[src/core/dtp_defines.vh]
// constants for the dual counter/timer with capture and ping-pong
`ifndef DTP_DEFINES_VH
`define DTP_DEFINES_VH
// register offsets within the expanded bank
`define DTP_OFF_SHORT_CTRL   4'h0
`define DTP_OFF_SHARED_CTRL  4'h1
`define DTP_OFF_LONG_CTRL    4'h2
`define DTP_OFF_SHORT_LOW    4'h4
`define DTP_OFF_SHORT_HIGH   4'h5
`define DTP_OFF_LONG_LOW     4'h6
`define DTP_OFF_LONG_HIGH    4'h7
`define DTP_OFF_LCAP_LOW     4'h8
`define DTP_OFF_LCAP_HIGH    4'h9
`define DTP_OFF_SCAP_LOW     4'hA
`define DTP_OFF_SCAP_HIGH    4'hB
// bank pointer low nibble that selects the timer bank
`define DTP_TIMER_BANK       4'hD
// short and long control register fields
`define DTP_B_RUN            7
`define DTP_B_SINGLE         6
`define DTP_B_TIMEOUT        5
`define DTP_B_PRE_HI         4
`define DTP_B_PRE_LO         3
`define DTP_B_CAP_IE         2
`define DTP_B_TC_IE          1
// shared control register fields
`define DTP_B_DEMOD          6
`define DTP_B_FALL           5
`define DTP_B_RISE           4
`define DTP_B_PP_HI          3
`define DTP_B_PP_LO          2
`define DTP_B_SINIT          1
`define DTP_B_LINIT          0
`define DTP_PP_ON            2'h1
// reset, wrap and reload values
`define DTP_CTRL_RST         8'h00
`define DTP_HOLD_RST         8'h00
`define DTP_CAP_RST          8'h00
`define DTP_LONG_WRAP        16'hFFFF
`define DTP_SHORT_FULL       8'hFF
`endif

[src/core/dtp_timer.v]
// dual down counter/timer with capture, demodulation and ping-pong
`timescale 1ns/1ps
`include "dtp_defines.vh"

module dtp_timer (
  // clock and reset
  input  wire       clock,
  input  wire       arst_n,
  // register file port
  input  wire [7:0] bank_pointer,
  input  wire [7:0] reg_addr,
  input  wire       reg_wr,
  input  wire       reg_rd,
  input  wire [7:0] reg_wdata,
  output reg  [7:0] reg_rdata,
  output reg        reg_hit,
  // pulse input and waveform outputs
  input  wire       signal_in,
  output reg        short_wave_out,
  output reg        long_wave_out,
  // interrupt requests to the controller
  output reg        short_timer_request,
  output reg        long_timer_request
);

  reg  [7:0]  short_ctrl_q;
  reg  [7:0]  shared_ctrl_q;
  reg  [7:0]  long_ctrl_q;
  reg  [7:0]  short_low_hold_q;
  reg  [7:0]  short_high_hold_q;
  reg  [7:0]  long_low_hold_q;
  reg  [7:0]  long_high_hold_q;
  reg  [15:0] long_capture_q;
  reg  [7:0]  short_capture_low_q;
  reg  [7:0]  short_capture_high_q;
  reg  [7:0]  short_cnt_q;
  reg  [15:0] long_cnt_q;
  reg  [2:0]  div_q;
  reg         sig_q;
  reg         short_run_prev_q;
  reg         long_run_prev_q;
  reg         arm_q;

  // bank decode: only the low sixteen addresses with bank D
  wire sel = (bank_pointer[3:0] == `DTP_TIMER_BANK) &&
             (reg_addr[7:4] == 4'h0);
  wire [3:0] off = reg_addr[3:0];
  wire wr_short  = reg_wr && sel && (off == `DTP_OFF_SHORT_CTRL);
  wire wr_shared = reg_wr && sel && (off == `DTP_OFF_SHARED_CTRL);
  wire wr_long   = reg_wr && sel && (off == `DTP_OFF_LONG_CTRL);

  // mode decode
  wire demod   = shared_ctrl_q[`DTP_B_DEMOD];
  wire pp_mode = !demod &&
    (shared_ctrl_q[`DTP_B_PP_HI:`DTP_B_PP_LO] == `DTP_PP_ON);
  wire s_run   = short_ctrl_q[`DTP_B_RUN];
  wire l_run   = long_ctrl_q[`DTP_B_RUN];
  wire s_start = s_run && !short_run_prev_q;
  wire l_start = l_run && !long_run_prev_q;

  // prescaler tick for the short counter
  wire [1:0] pre = short_ctrl_q[`DTP_B_PRE_HI:`DTP_B_PRE_LO];
  reg  [2:0] pre_mask;
  always @* begin
    case (pre)
      2'h0:    pre_mask = 3'h0;   // system clock
      2'h1:    pre_mask = 3'h1;   // half
      2'h2:    pre_mask = 3'h3;   // quarter
      default: pre_mask = 3'h7;   // eighth
    endcase
  end
  wire s_tick = ((div_q & pre_mask) == pre_mask);

  // input edges
  wire rise     = signal_in && !sig_q;
  wire fall     = !signal_in && sig_q;
  wire any_edge = rise || fall;
  wire sel_edge = (rise && shared_ctrl_q[`DTP_B_RISE]) ||
                  (fall && shared_ctrl_q[`DTP_B_FALL]);

  // short counter events
  wire s_tc      = s_run && !s_start && s_tick && (short_cnt_q == 8'h01);
  wire s_cap     = demod && s_run && any_edge;
  // short wave level used to pick the hold register
  wire s_lvl     = (pp_mode && s_start) ? shared_ctrl_q[`DTP_B_SINIT]
                                        : short_wave_out;
  wire [7:0] s_hold    = s_lvl ? short_high_hold_q : short_low_hold_q;
  wire [7:0] s_hold_nx = s_lvl ? short_low_hold_q : short_high_hold_q;

  // long counter events
  wire [15:0] l_hold = {long_high_hold_q, long_low_hold_q};
  wire l_tc_tx   = !demod && l_run && !l_start && (long_cnt_q == 16'h0001);
  wire l_zero    = demod && l_run && (long_cnt_q == 16'h0000);
  wire l_hold_md = long_ctrl_q[`DTP_B_SINGLE];
  wire l_edgecap = demod && l_run && sel_edge && (!l_hold_md || arm_q);
  wire l_tocap   = demod && l_run && l_hold_md && s_tc;
  wire arm_set   = wr_long && reg_wdata[`DTP_B_SINGLE] &&
                   !long_ctrl_q[`DTP_B_SINGLE];

  // sampled input, divider and start detectors
  always @(posedge clock or negedge arst_n) begin
    if (!arst_n) begin
      div_q            <= 3'h0;
      sig_q            <= 1'b0;
      short_run_prev_q <= 1'b0;
      long_run_prev_q  <= 1'b0;
    end else begin
      div_q            <= div_q + 3'h1;
      sig_q            <= signal_in;
      short_run_prev_q <= s_run;
      long_run_prev_q  <= l_run;
    end
  end

  // hold registers, written by software only
  always @(posedge clock or negedge arst_n) begin
    if (!arst_n) begin
      short_low_hold_q  <= `DTP_HOLD_RST;
      short_high_hold_q <= `DTP_HOLD_RST;
      long_low_hold_q   <= `DTP_HOLD_RST;
      long_high_hold_q  <= `DTP_HOLD_RST;
    end else if (reg_wr && sel) begin
      if (off == `DTP_OFF_SHORT_LOW)
        short_low_hold_q <= reg_wdata;
      else if (off == `DTP_OFF_SHORT_HIGH)
        short_high_hold_q <= reg_wdata;
      else if (off == `DTP_OFF_LONG_LOW)
        long_low_hold_q <= reg_wdata;
      else if (off == `DTP_OFF_LONG_HIGH)
        long_high_hold_q <= reg_wdata;
    end
  end

  // control registers: software write, then hardware updates
  always @(posedge clock or negedge arst_n) begin
    if (!arst_n) begin
      short_ctrl_q  <= `DTP_CTRL_RST;
      shared_ctrl_q <= `DTP_CTRL_RST;
      long_ctrl_q   <= `DTP_CTRL_RST;
    end else begin
      if (wr_short) begin
        short_ctrl_q[7:6] <= reg_wdata[7:6];
        short_ctrl_q[4:0] <= reg_wdata[4:0];
        if (reg_wdata[`DTP_B_TIMEOUT])
          short_ctrl_q[`DTP_B_TIMEOUT] <= 1'b0;
      end
      if (wr_shared)
        shared_ctrl_q <= reg_wdata;
      if (wr_long) begin
        long_ctrl_q[7:6] <= reg_wdata[7:6];
        long_ctrl_q[4:0] <= reg_wdata[4:0];
        if (reg_wdata[`DTP_B_TIMEOUT])
          long_ctrl_q[`DTP_B_TIMEOUT] <= 1'b0;
      end
      // timeout flags: a set beats a clear in the same cycle
      if (s_tc)
        short_ctrl_q[`DTP_B_TIMEOUT] <= 1'b1;
      if (l_tc_tx || l_zero)
        long_ctrl_q[`DTP_B_TIMEOUT] <= 1'b1;
      // single pass stops; ping-pong swaps the run bits
      if (s_tc && !demod && (pp_mode || short_ctrl_q[`DTP_B_SINGLE]))
        short_ctrl_q[`DTP_B_RUN] <= 1'b0;
      if (s_tc && pp_mode)
        long_ctrl_q[`DTP_B_RUN] <= 1'b1;
      if (l_tc_tx && (pp_mode || long_ctrl_q[`DTP_B_SINGLE]))
        long_ctrl_q[`DTP_B_RUN] <= 1'b0;
      if (l_tc_tx && pp_mode)
        short_ctrl_q[`DTP_B_RUN] <= 1'b1;
    end
  end

  // one-shot arm for long mark-time capture
  always @(posedge clock or negedge arst_n) begin
    if (!arst_n)
      arm_q <= 1'b0;
    else if (arm_set)
      arm_q <= 1'b1;
    else if (l_edgecap || !long_ctrl_q[`DTP_B_SINGLE])
      arm_q <= 1'b0;
  end

  // short counter, wave output and captures
  always @(posedge clock or negedge arst_n) begin
    if (!arst_n) begin
      short_cnt_q          <= 8'h00;
      short_wave_out       <= 1'b0;
      short_capture_low_q  <= `DTP_CAP_RST;
      short_capture_high_q <= `DTP_CAP_RST;
    end else if (demod) begin
      if (s_cap) begin
        // count since last edge, filed by the level just ended
        if (sig_q)
          short_capture_high_q <= `DTP_SHORT_FULL - short_cnt_q;
        else
          short_capture_low_q <= `DTP_SHORT_FULL - short_cnt_q;
        short_cnt_q <= `DTP_SHORT_FULL;
      end else if (s_start || s_tc) begin
        short_cnt_q <= `DTP_SHORT_FULL;
      end else if (s_run && s_tick) begin
        short_cnt_q <= short_cnt_q - 8'h01;
      end
    end else if (s_start) begin
      short_wave_out <= s_lvl;
      short_cnt_q    <= s_hold;
    end else if (s_tc) begin
      short_wave_out <= !short_wave_out;
      short_cnt_q    <= s_hold_nx;
    end else if (s_run && s_tick) begin
      short_cnt_q <= short_cnt_q - 8'h01;
    end
  end

  // long counter, wave output and capture
  always @(posedge clock or negedge arst_n) begin
    if (!arst_n) begin
      long_cnt_q     <= 16'h0000;
      long_wave_out  <= 1'b0;
      long_capture_q <= {`DTP_CAP_RST, `DTP_CAP_RST};
    end else if (demod) begin
      if (l_start) begin
        long_cnt_q <= l_hold;
      end else if (l_edgecap) begin
        long_capture_q <= long_cnt_q;
        long_cnt_q     <= l_hold;
      end else if (l_run) begin
        if (l_tocap)
          long_capture_q <= long_cnt_q;
        if (l_zero)
          long_cnt_q <= `DTP_LONG_WRAP;
        else
          long_cnt_q <= long_cnt_q - 16'h0001;
      end
    end else if (l_start) begin
      if (pp_mode)
        long_wave_out <= shared_ctrl_q[`DTP_B_LINIT];
      long_cnt_q <= l_hold;
    end else if (l_tc_tx) begin
      long_wave_out <= !long_wave_out;
      long_cnt_q    <= l_hold;
    end else if (l_run) begin
      long_cnt_q <= long_cnt_q - 16'h0001;
    end
  end

  // interrupt request pulses
  always @(posedge clock or negedge arst_n) begin
    if (!arst_n) begin
      short_timer_request <= 1'b0;
      long_timer_request  <= 1'b0;
    end else begin
      short_timer_request <=
        (s_tc && short_ctrl_q[`DTP_B_TC_IE]) ||
        (s_cap && short_ctrl_q[`DTP_B_CAP_IE]);
      long_timer_request <=
        ((l_tc_tx || l_zero) && long_ctrl_q[`DTP_B_TC_IE]) ||
        ((l_tocap || l_edgecap) &&
         long_ctrl_q[`DTP_B_CAP_IE]);
    end
  end

  // read data mux; captures ignore writes
  reg [7:0] rd_mux;
  always @* begin
    if (off == `DTP_OFF_SHORT_CTRL)
      rd_mux = short_ctrl_q;
    else if (off == `DTP_OFF_SHARED_CTRL)
      rd_mux = shared_ctrl_q;
    else if (off == `DTP_OFF_LONG_CTRL)
      rd_mux = long_ctrl_q;
    else if (off == `DTP_OFF_SHORT_LOW)
      rd_mux = short_low_hold_q;
    else if (off == `DTP_OFF_SHORT_HIGH)
      rd_mux = short_high_hold_q;
    else if (off == `DTP_OFF_LONG_LOW)
      rd_mux = long_low_hold_q;
    else if (off == `DTP_OFF_LONG_HIGH)
      rd_mux = long_high_hold_q;
    else if (off == `DTP_OFF_LCAP_LOW)
      rd_mux = long_capture_q[7:0];
    else if (off == `DTP_OFF_LCAP_HIGH)
      rd_mux = long_capture_q[15:8];
    else if (off == `DTP_OFF_SCAP_LOW)
      rd_mux = short_capture_low_q;
    else if (off == `DTP_OFF_SCAP_HIGH)
      rd_mux = short_capture_high_q;
    else
      rd_mux = 8'h00;
  end

  // registered read answer
  always @(posedge clock or negedge arst_n) begin
    if (!arst_n) begin
      reg_rdata <= 8'h00;
      reg_hit   <= 1'b0;
    end else begin
      reg_hit   <= reg_rd && sel;
      reg_rdata <= (reg_rd && sel) ? rd_mux : 8'h00;
    end
  end

endmodule

[config.mk]
export PLATFORM = sky130hd
export DESIGN_NAME = dtp_timer
export DESIGN_NICKNAME = d
export VERILOG_FILES = /design/src/core/dtp_timer.v
export VERILOG_INCLUDE_DIRS = /design/src /design/src/core
export SDC_FILE = /design/constraint.sdc
export NUM_CORES = 1
export LEC_CHECK = 0
export ABC_AREA = 0
export BUFFER_PORTS_ARGS = -buffer_cell sky130_fd_sc_hd__buf_2
export CELL_PAD_IN_SITES_DETAIL_PLACEMENT = 0
export CELL_PAD_IN_SITES_GLOBAL_PLACEMENT = 2
export CORE_MARGIN = 2
export CORE_UTILIZATION = 43
export CTS_CLUSTER_SIZE = 16
export DETAILED_ROUTE_END_ITERATION = 16
export PLACE_DENSITY = 0.91
export SYNTH_ARGS = -nofsm -noshare
export SYNTH_HDL_FRONTEND = slang
export SYNTH_SLANG_ARGS = --single-unit
[constraint.sdc]
create_clock -name clock -period 6.66 [get_ports clock]
set_input_delay 0.666 -clock clock [delete_from_list [all_inputs] [get_ports clock]]
set_output_delay 0.666 -clock clock [all_outputs]
set_load 0.1 [all_outputs]
# Word level (Yosys, flattened, before mapping)
# Cells that the tools add are included.
totals:
  n_memories: 0
  in_bits: 29
  latch_bits: 0
  romBits: 0
  regBits: 132
  ram_bits: 0
op_classes:
  n_eq_ne: 19
  shift: 0
  mux: 49
  mul: 0
  reduce_logical: 89
  add_sub_neg: 4
  n_div: 0
  magnitude_cmp: 0
  n_bitwise: 7
ops:
  columns: ["op", "count"]
  rows:
  - ["$mux W16", 11]
  - ["$mux W8", 22]
  - ["$logic_and A1 B1 Y1", 40]
  - ["$eq A4 B4 Y1 const B", 5]
  - ["$reduce_bool A2 Y1", 9]
  - ["$eq A16 B1 Y1 const B", 1]
  - ["$eq A4 B3 Y1 const B", 4]
  - ["$logic_not A16 Y1", 1]
  - ["$sub A16 B1 Y16 const B", 1]
  - ["$mux W1", 15]
  - ["$reduce_and A3 Y1", 4]
  - ["$logic_or A1 B1 Y1", 11]
  - ["$logic_not A1 Y1", 10]
  - ["$reduce_and A2 Y1", 5]
  - ["$pmux W3 S3", 1]
  - ["$eq A8 B1 Y1 const B", 1]
  - ["$logic_not A4 Y1", 2]
  - ["$reduce_and A4 Y1", 2]
  - ["$sub A8 B1 Y8 const B", 1]
  - ["$sub A8 B8 Y8 const A", 1]
  - ["$not A1 Y1", 6]
  - ["$reduce_bool A3 Y1", 2]
  - ["$reduce_and A5 Y1", 1]
  - ["$eq A2 B1 Y1 const B", 2]
  - ["other kinds (10)", 10]

# Longest topological paths before layout
logic_depth:
  depth_word: 13
  depth_mapped: 8

# Least setup slack after synthesis
# Ideal clock, no wire load.
synth_path:
  kind: "input to register"
  from: "in reg_addr[5]"
  to: "reg short_low_hold_q[0]"
  t_arrival_ns: 2.242
  required_time_ns: 6.535
  setup_slack_ns: 4.293
  cell_stages: 5
  path_cell_list: "nor4b_1 and2_1 nand4b_1 nor3_2 mux2_2"
synth_between:
  elab_chain_len: 4
synth_rtl:
  columns: ["item", "line", "rtl"]
  rows:
  - ["from (decl)", "dtp_timer.v:11", "input wire [7:0] reg_addr,"]
  - ["$logic_not A4 Y1", "dtp_timer.v:46", "(reg_addr[7:4] == 4'h0);"]
  - ["$logic_and A1 B1 Y1", "dtp_timer.v:45", "wire sel = (bank_pointer[3:0] == `DTP_TIMER_BANK) &&"]
  - ["$logic_and A1 B1 Y1", "dtp_timer.v:122", "end else if (reg_wr && sel) begin"]
  - ["$reduce_and A2 Y1 (no line)", null, null]
  - ["to (signal assigned)", "dtp_timer.v:118", "short_low_hold_q <= `DTP_HOLD_RST;"]
  - ["to (signal assigned)", "dtp_timer.v:124", "short_low_hold_q <= reg_wdata;"]
  - ["to (decl)", "dtp_timer.v:29", "reg [7:0] short_low_hold_q;"]
# Every way passes these cells.
# A chain may end at the register's enable or synchronous reset.

# Final worst setup path
layout_path:
  from: "reg long_ctrl_q[7]"
  to: "reg long_cnt_q[14]"
layout_between:
  elab_chain_len: 7
layout_rtl:
  columns: ["item", "line", "rtl"]
  rows:
  - ["from (decl)", "dtp_timer.v:28", "reg [7:0] long_ctrl_q;"]
  - ["from (signal assigned)", "dtp_timer.v:139", "long_ctrl_q <= `DTP_CTRL_RST;"]
  - ["from (signal assigned)", "dtp_timer.v:150", "long_ctrl_q[7:6] <= reg_wdata[7:6];"]
  - ["$logic_and A1 B1 Y1, on equally long branches", "dtp_timer.v:93, dtp_timer.v:95, dtp_timer.v:59", null]
  - ["$logic_and A1 B1 Y1 or $logic_not A1 Y1 (tied branches)", "dtp_timer.v:93, dtp_timer.v:92", null]
  - ["$mux W16 or $logic_and A1 B1 Y1 (tied branches)", "dtp_timer.v:228, dtp_timer.v:92", null]
  - ["$mux W16 or $logic_and A1 B1 Y1 (tied branches)", "dtp_timer.v:225, dtp_timer.v:92", null]
  - ["$mux W16, on equally long branches", "dtp_timer.v:222, dtp_timer.v:237", null]
  - ["$mux W16, on equally long branches", "dtp_timer.v:220, dtp_timer.v:233", null]
  - ["$mux W16", "dtp_timer.v:219", "end else if (demod) begin"]
  - ["to (signal assigned)", "dtp_timer.v:221", "long_cnt_q <= l_hold;"]
  - ["to (signal assigned)", "dtp_timer.v:224", "long_cnt_q <= l_hold;"]
  - ["to (signal assigned)", "dtp_timer.v:229", "long_cnt_q <= `DTP_LONG_WRAP;"]
  - ["to (decl)", "dtp_timer.v:37", "reg [15:0] long_cnt_q;"]
# Several ways; a longest one is shown, not always the timed one. The select of a mux whose other input is x is not followed.

==> impl_metrics.py <==
metrics = {
    "power_and_ir_drop": {
        "pwr-share-clk_pct": 42.1,
        "vdd_ir_drop_max_uv": 172,
        "switching_share_pct": 30.7,
        "p_int_mw": 1.65,
        "combinationalPowerShare_pct": 16.3,
        "seqPwrFrac_pct": 41.7,
        "p_switching_uw": 729,
        "p_leak_nw": 3.66,
        "power_density_nw_per_um2": 281,
    },
    "final_layout": {
        "drive_above_1_share_pct": 22.0,
        "layout.nets": 803,
        "fillers": 1651,
        "diodes": 0,
        "area_growth_syn_to_layout_pct": 12.4,
        "finalInstanceArea_um2": 8460,
    },
    "routing": {
        "drc": 0,
        "ant_nets": 0,
        "detail_route.iter0.violations": 541,
        "drtPass1Iterations": 5,
        "vias_per_cell": 6.36,
        "vias": 6388,
        "totalWireLength_um": 23800,
        "wl_per_cell_um": 23.7,
    },
    "synth": {
        "synth_top_family_by_area": "compound AO/OA/AOI/OAI gates",
        "synthMuxAreaShare_pct": 14.4,
        "synth_area_um2": 7530,
        "ys_seq_area_share_pct": 43.9,
        "ys_types": 83,
        "ys_ff_latch": 132,
        "synth_xor_area_share_pct": 1.28,
        "synth-edff-count": 0,
        "synth.net_count": 783,
        "postSynthAreaPerCell_um2": 10.1,
        "synth_compound_area_share_pct": 20.2,
        "syn_inst": 746,
        "async_flop_share_pct": 100,
        "synth-adder-area-share_pct": 1.33,
        "ys.flop_type": "dfrtp_1",
        "yosys.area_share.simple_pct": 14.5,
        "yosysWarnings": 0,
    },
    "floorplanning": {
        "rows": 48,
        "start_util_pct": 43.8,
        "dieHeight_um": 136,
        "dieArea_um2": 18600,
        "core_um2": 17200,
        "die-width_um": 136,
        "pin_count": 42,
    },
    "setup_path": {
        "r2r-end": "long_cnt_q[14]",
        "crit_family": "compound AO/OA/AOI/OAI gates",
        "critPathRequiredTime_ns": 6.98,
        "path_buf_inv": 0,
        "startpoint_type": "flip-flop",
        "r2r_setup_slack_ns": 3.07,
        "reg2regPathDepth": 5,
        "critical_path_class": "reg -> reg",
        "cp_data_arrival_time_ns": 3.91,
        "path_max_fanout": 24,
        "critPathCaptureType": "flip-flop",
        "cp_cell_sequence": "and2_1 -> a31oi_1 -> o21ai_1 -> o221a_2 -> a221o_1",
        "max_stage_delay_ns": 0.93,
        "slowest_stage": "a31oi_1",
        "rr_startpoint": "long_ctrl_q[7]",
    },
    "timing": {
        "hold_violations": 0,
        "rsz0062_at_grt": "no",
        "setup-tns-final_ns": 0,
        "post-route-period-util_pct": 53.9,
        "finalSetupViolCount": 0,
        "fin_ws_ns": 3.07,
        "max_slew_margin_pct": 13.7,
        "slew_viol_final": 0,
        "worst_pin_slew_ns": 1.28,
        "fmax_mhz": 278,
        "fin_skew_ns": 0.00505,
        "min_period_ns": 3.59,
    },
    "clock_tree": {
        "clkTransAtPathRegs_ns": 0.06,
        "cts_hold_buf": 0,
        "cts_tree": "built",
        "cts_setup_buffers": 0,
        "cts-resized-gates": 0,
        "numCtsBuffers": 17,
        "clock_path_buffers": 2,
        "cts.htree.levels": 4,
        "cts-root-buf": "clkbuf_16",
        "clk_latency_ns": 0.43,
        "cts_sinks": 132,
    },
    "place": {
        "place_hpwl_um": 16400,
        "dp_slack_ns": 3.12,
        "gp_congestion": 0.958,
        "post_dp_cell_area_um2": 7840,
        "port_buffers": 37,
    },
    "run": {
        "drv_cap": 0,
    },
    "run_status": {
        "status": "completed",
    },
    "global_routing": {
        "grt_pass1_vias": 6166,
        "grt_antenna_before_repair": 0,
        "grt_max_degree": 78,
        "grt_usage_pct": 26.6,
        "grt_overflow": 0,
        "grt_pass1_wl_um": 36700,
    },
    "min_path": {
        "holdCritPathClass": "in -> async",
    },
}
## worst max path at each step
stage	start	end	slack, ns	cells past startpoint
after floorplan	reg_addr[5]	short_low_hold_q[0]	4.29	5
after global placement	long_ctrl_q[7]	long_cnt_q[12]	3.16	5
after detailed placement	long_ctrl_q[7]	long_cnt_q[14]	3.12	5
after CTS	long_ctrl_q[7]	long_cnt_q[14]	3.11	5
after global routing	long_ctrl_q[7]	long_cnt_q[14]	2.82	5
final	long_ctrl_q[7]	long_cnt_q[14]	3.07	5
## power groups by stage
stage | registers (mW) | clock network [mW] | logic, mW
3_5_place_dp | 0.999 | 0 | 0.378
6_report | 0.989 | 1.00 | 0.386
3_3_place_gp | 0.996 | 0 | 0.363
4_1_cts | 0.986 | 1.00 | 0.382
5_1_grt | 1.00 | 1.04 | 0.421
2_1_floorplan | 0.937 | 0 | 0.325
## through the flow
stage          util [%]  hold WS (ns)  total power, mW  cells
3_5_place_dp       45.7         0.438             1.38    972
3_3_place_gp       45.7         0.430             1.36    972
4_1_cts            49.2         0.313             2.37   1004
5_1_grt            49.2         0.339             2.46   1004
6_report           49.2         0.227             2.38   1004
2_1_floorplan         -         0.352             1.26    746
## sequential cells by signal, indices dropped and copies added (netlist names), 3 cells and up
| register | cells |
|---|---|
| long_high_hold_q | 8 |
| long_low_hold_q | 8 |
| shared_ctrl_q | 8 |
| short_low_hold_q | 8 |
| short_capture_low_q | 8 |
| div_q | 3 |
| short_ctrl_q | 8 |
| long_cnt_q | 16 |
| reg_rdata | 8 |
| short_capture_high_q | 8 |
| long_ctrl_q | 8 |
| short_high_hold_q | 8 |
| short_cnt_q | 8 |
| long_capture_q | 16 |
## kinds of logic after synthesis
family | after synthesis
AOI/OAI and AO/OA | 218
xor gates and xnor gates | 11
adders and majority gates | 8
buffers and inverters | 77
DFF | 132
muxes | 96
and+or+nand+nor | 204
## cell usage in the layout (no fill, tap or decap), drive strengths merged, types with 8 or more instances in the layout
cell type | synthesis | layout
a211oi | 13 | 13
a21oi | 31 | 31
a221o | 9 | 9
a221oi | 14 | 14
a31oi | 8 | 8
buf | 10 | 40
clkbuf | 29 | 19
dfrtp | 132 | 132
ha | 8 | 8
inv | 37 | 40
mux2 | 80 | 80
mux2i | 14 | 14
nand2 | 68 | 68
nand2b | 18 | 18
nor2 | 44 | 44
nor3 | 12 | 12
nor4 | 11 | 11
o21ai | 65 | 65
o221ai | 9 | 9
o22ai | 10 | 10
xnor2 | 8 | 8
## metal layers
| layer | global-route usage, % | vias up | routed length (um) |
|---|---|---|---|
| met5 | 0 | - | 0 |
| li1 | - | 2847 | - |
| met3 | 4.59 | 40 | 1430 |
| met4 | 7.52 | 0 | 445 |
| met2 | 43.0 | 249 | 11700 |
| met1 | 36.9 | 3252 | 10300 |
## Yosys cell counts (all sizes together) (3+ instances only)
library cell / count / area, um2
xnor2: 8 / 70.1
and2: 6 / 37.5
nor2: 44 / 170
a31oi: 8 / 50.1
a32oi: 3 / 26.3
a221oi: 14 / 123
nor4b: 4 / 35.0
o22ai: 10 / 62.6
o221ai: 9 / 78.8
o21a: 3 / 22.5
o32a: 7 / 70.1
buf: 10 / 71.3
nor3: 12 / 81.3
nand2: 68 / 255
dfrtp: 132 / 3300
ha: 8 / 100
a21oi: 31 / 155
o21ai: 65 / 337
nor4: 11 / 98.8
o32ai: 3 / 26.3
nor2b: 5 / 31.3
o41a: 3 / 35.0
xor2: 3 / 26.3
o211ai: 7 / 52.6
a221o: 9 / 90.1
nor4bb: 5 / 50.1
nand3: 4 / 20.0
nor3b: 5 / 42.5
mux2i: 14 / 140
nand4: 6 / 43.8
a21o: 4 / 30.0
or3: 3 / 18.8
o31ai: 3 / 22.5
or2: 3 / 18.8
clkbuf: 29 / 110
and3: 3 / 18.8
a211oi: 13 / 110
nand2b: 18 / 113
inv: 37 / 139
o41ai: 3 / 26.3
mux2: 80 / 901
## worst register-to-register path: stages, from the launching register on
cell,delay [ns]
dfrtp_1,0.71
and2_1,0.63
a31oi_1,0.94
o21ai_1,0.55
o221a_2,0.39
a221o_1,0.25
## cell type report
cell class	instances	area, um2	area share (%)
tap	225	282	3.33
sequential	132	3300	39.1
clock inverter	13	174	2.06
multi-input combinational	537	3900	46.1
inverter	38	143	1.69
clock buffer	19	443	5.24
timing repair buffer	40	214	2.53
Note: power is estimated with default switching activity, not from simulation.
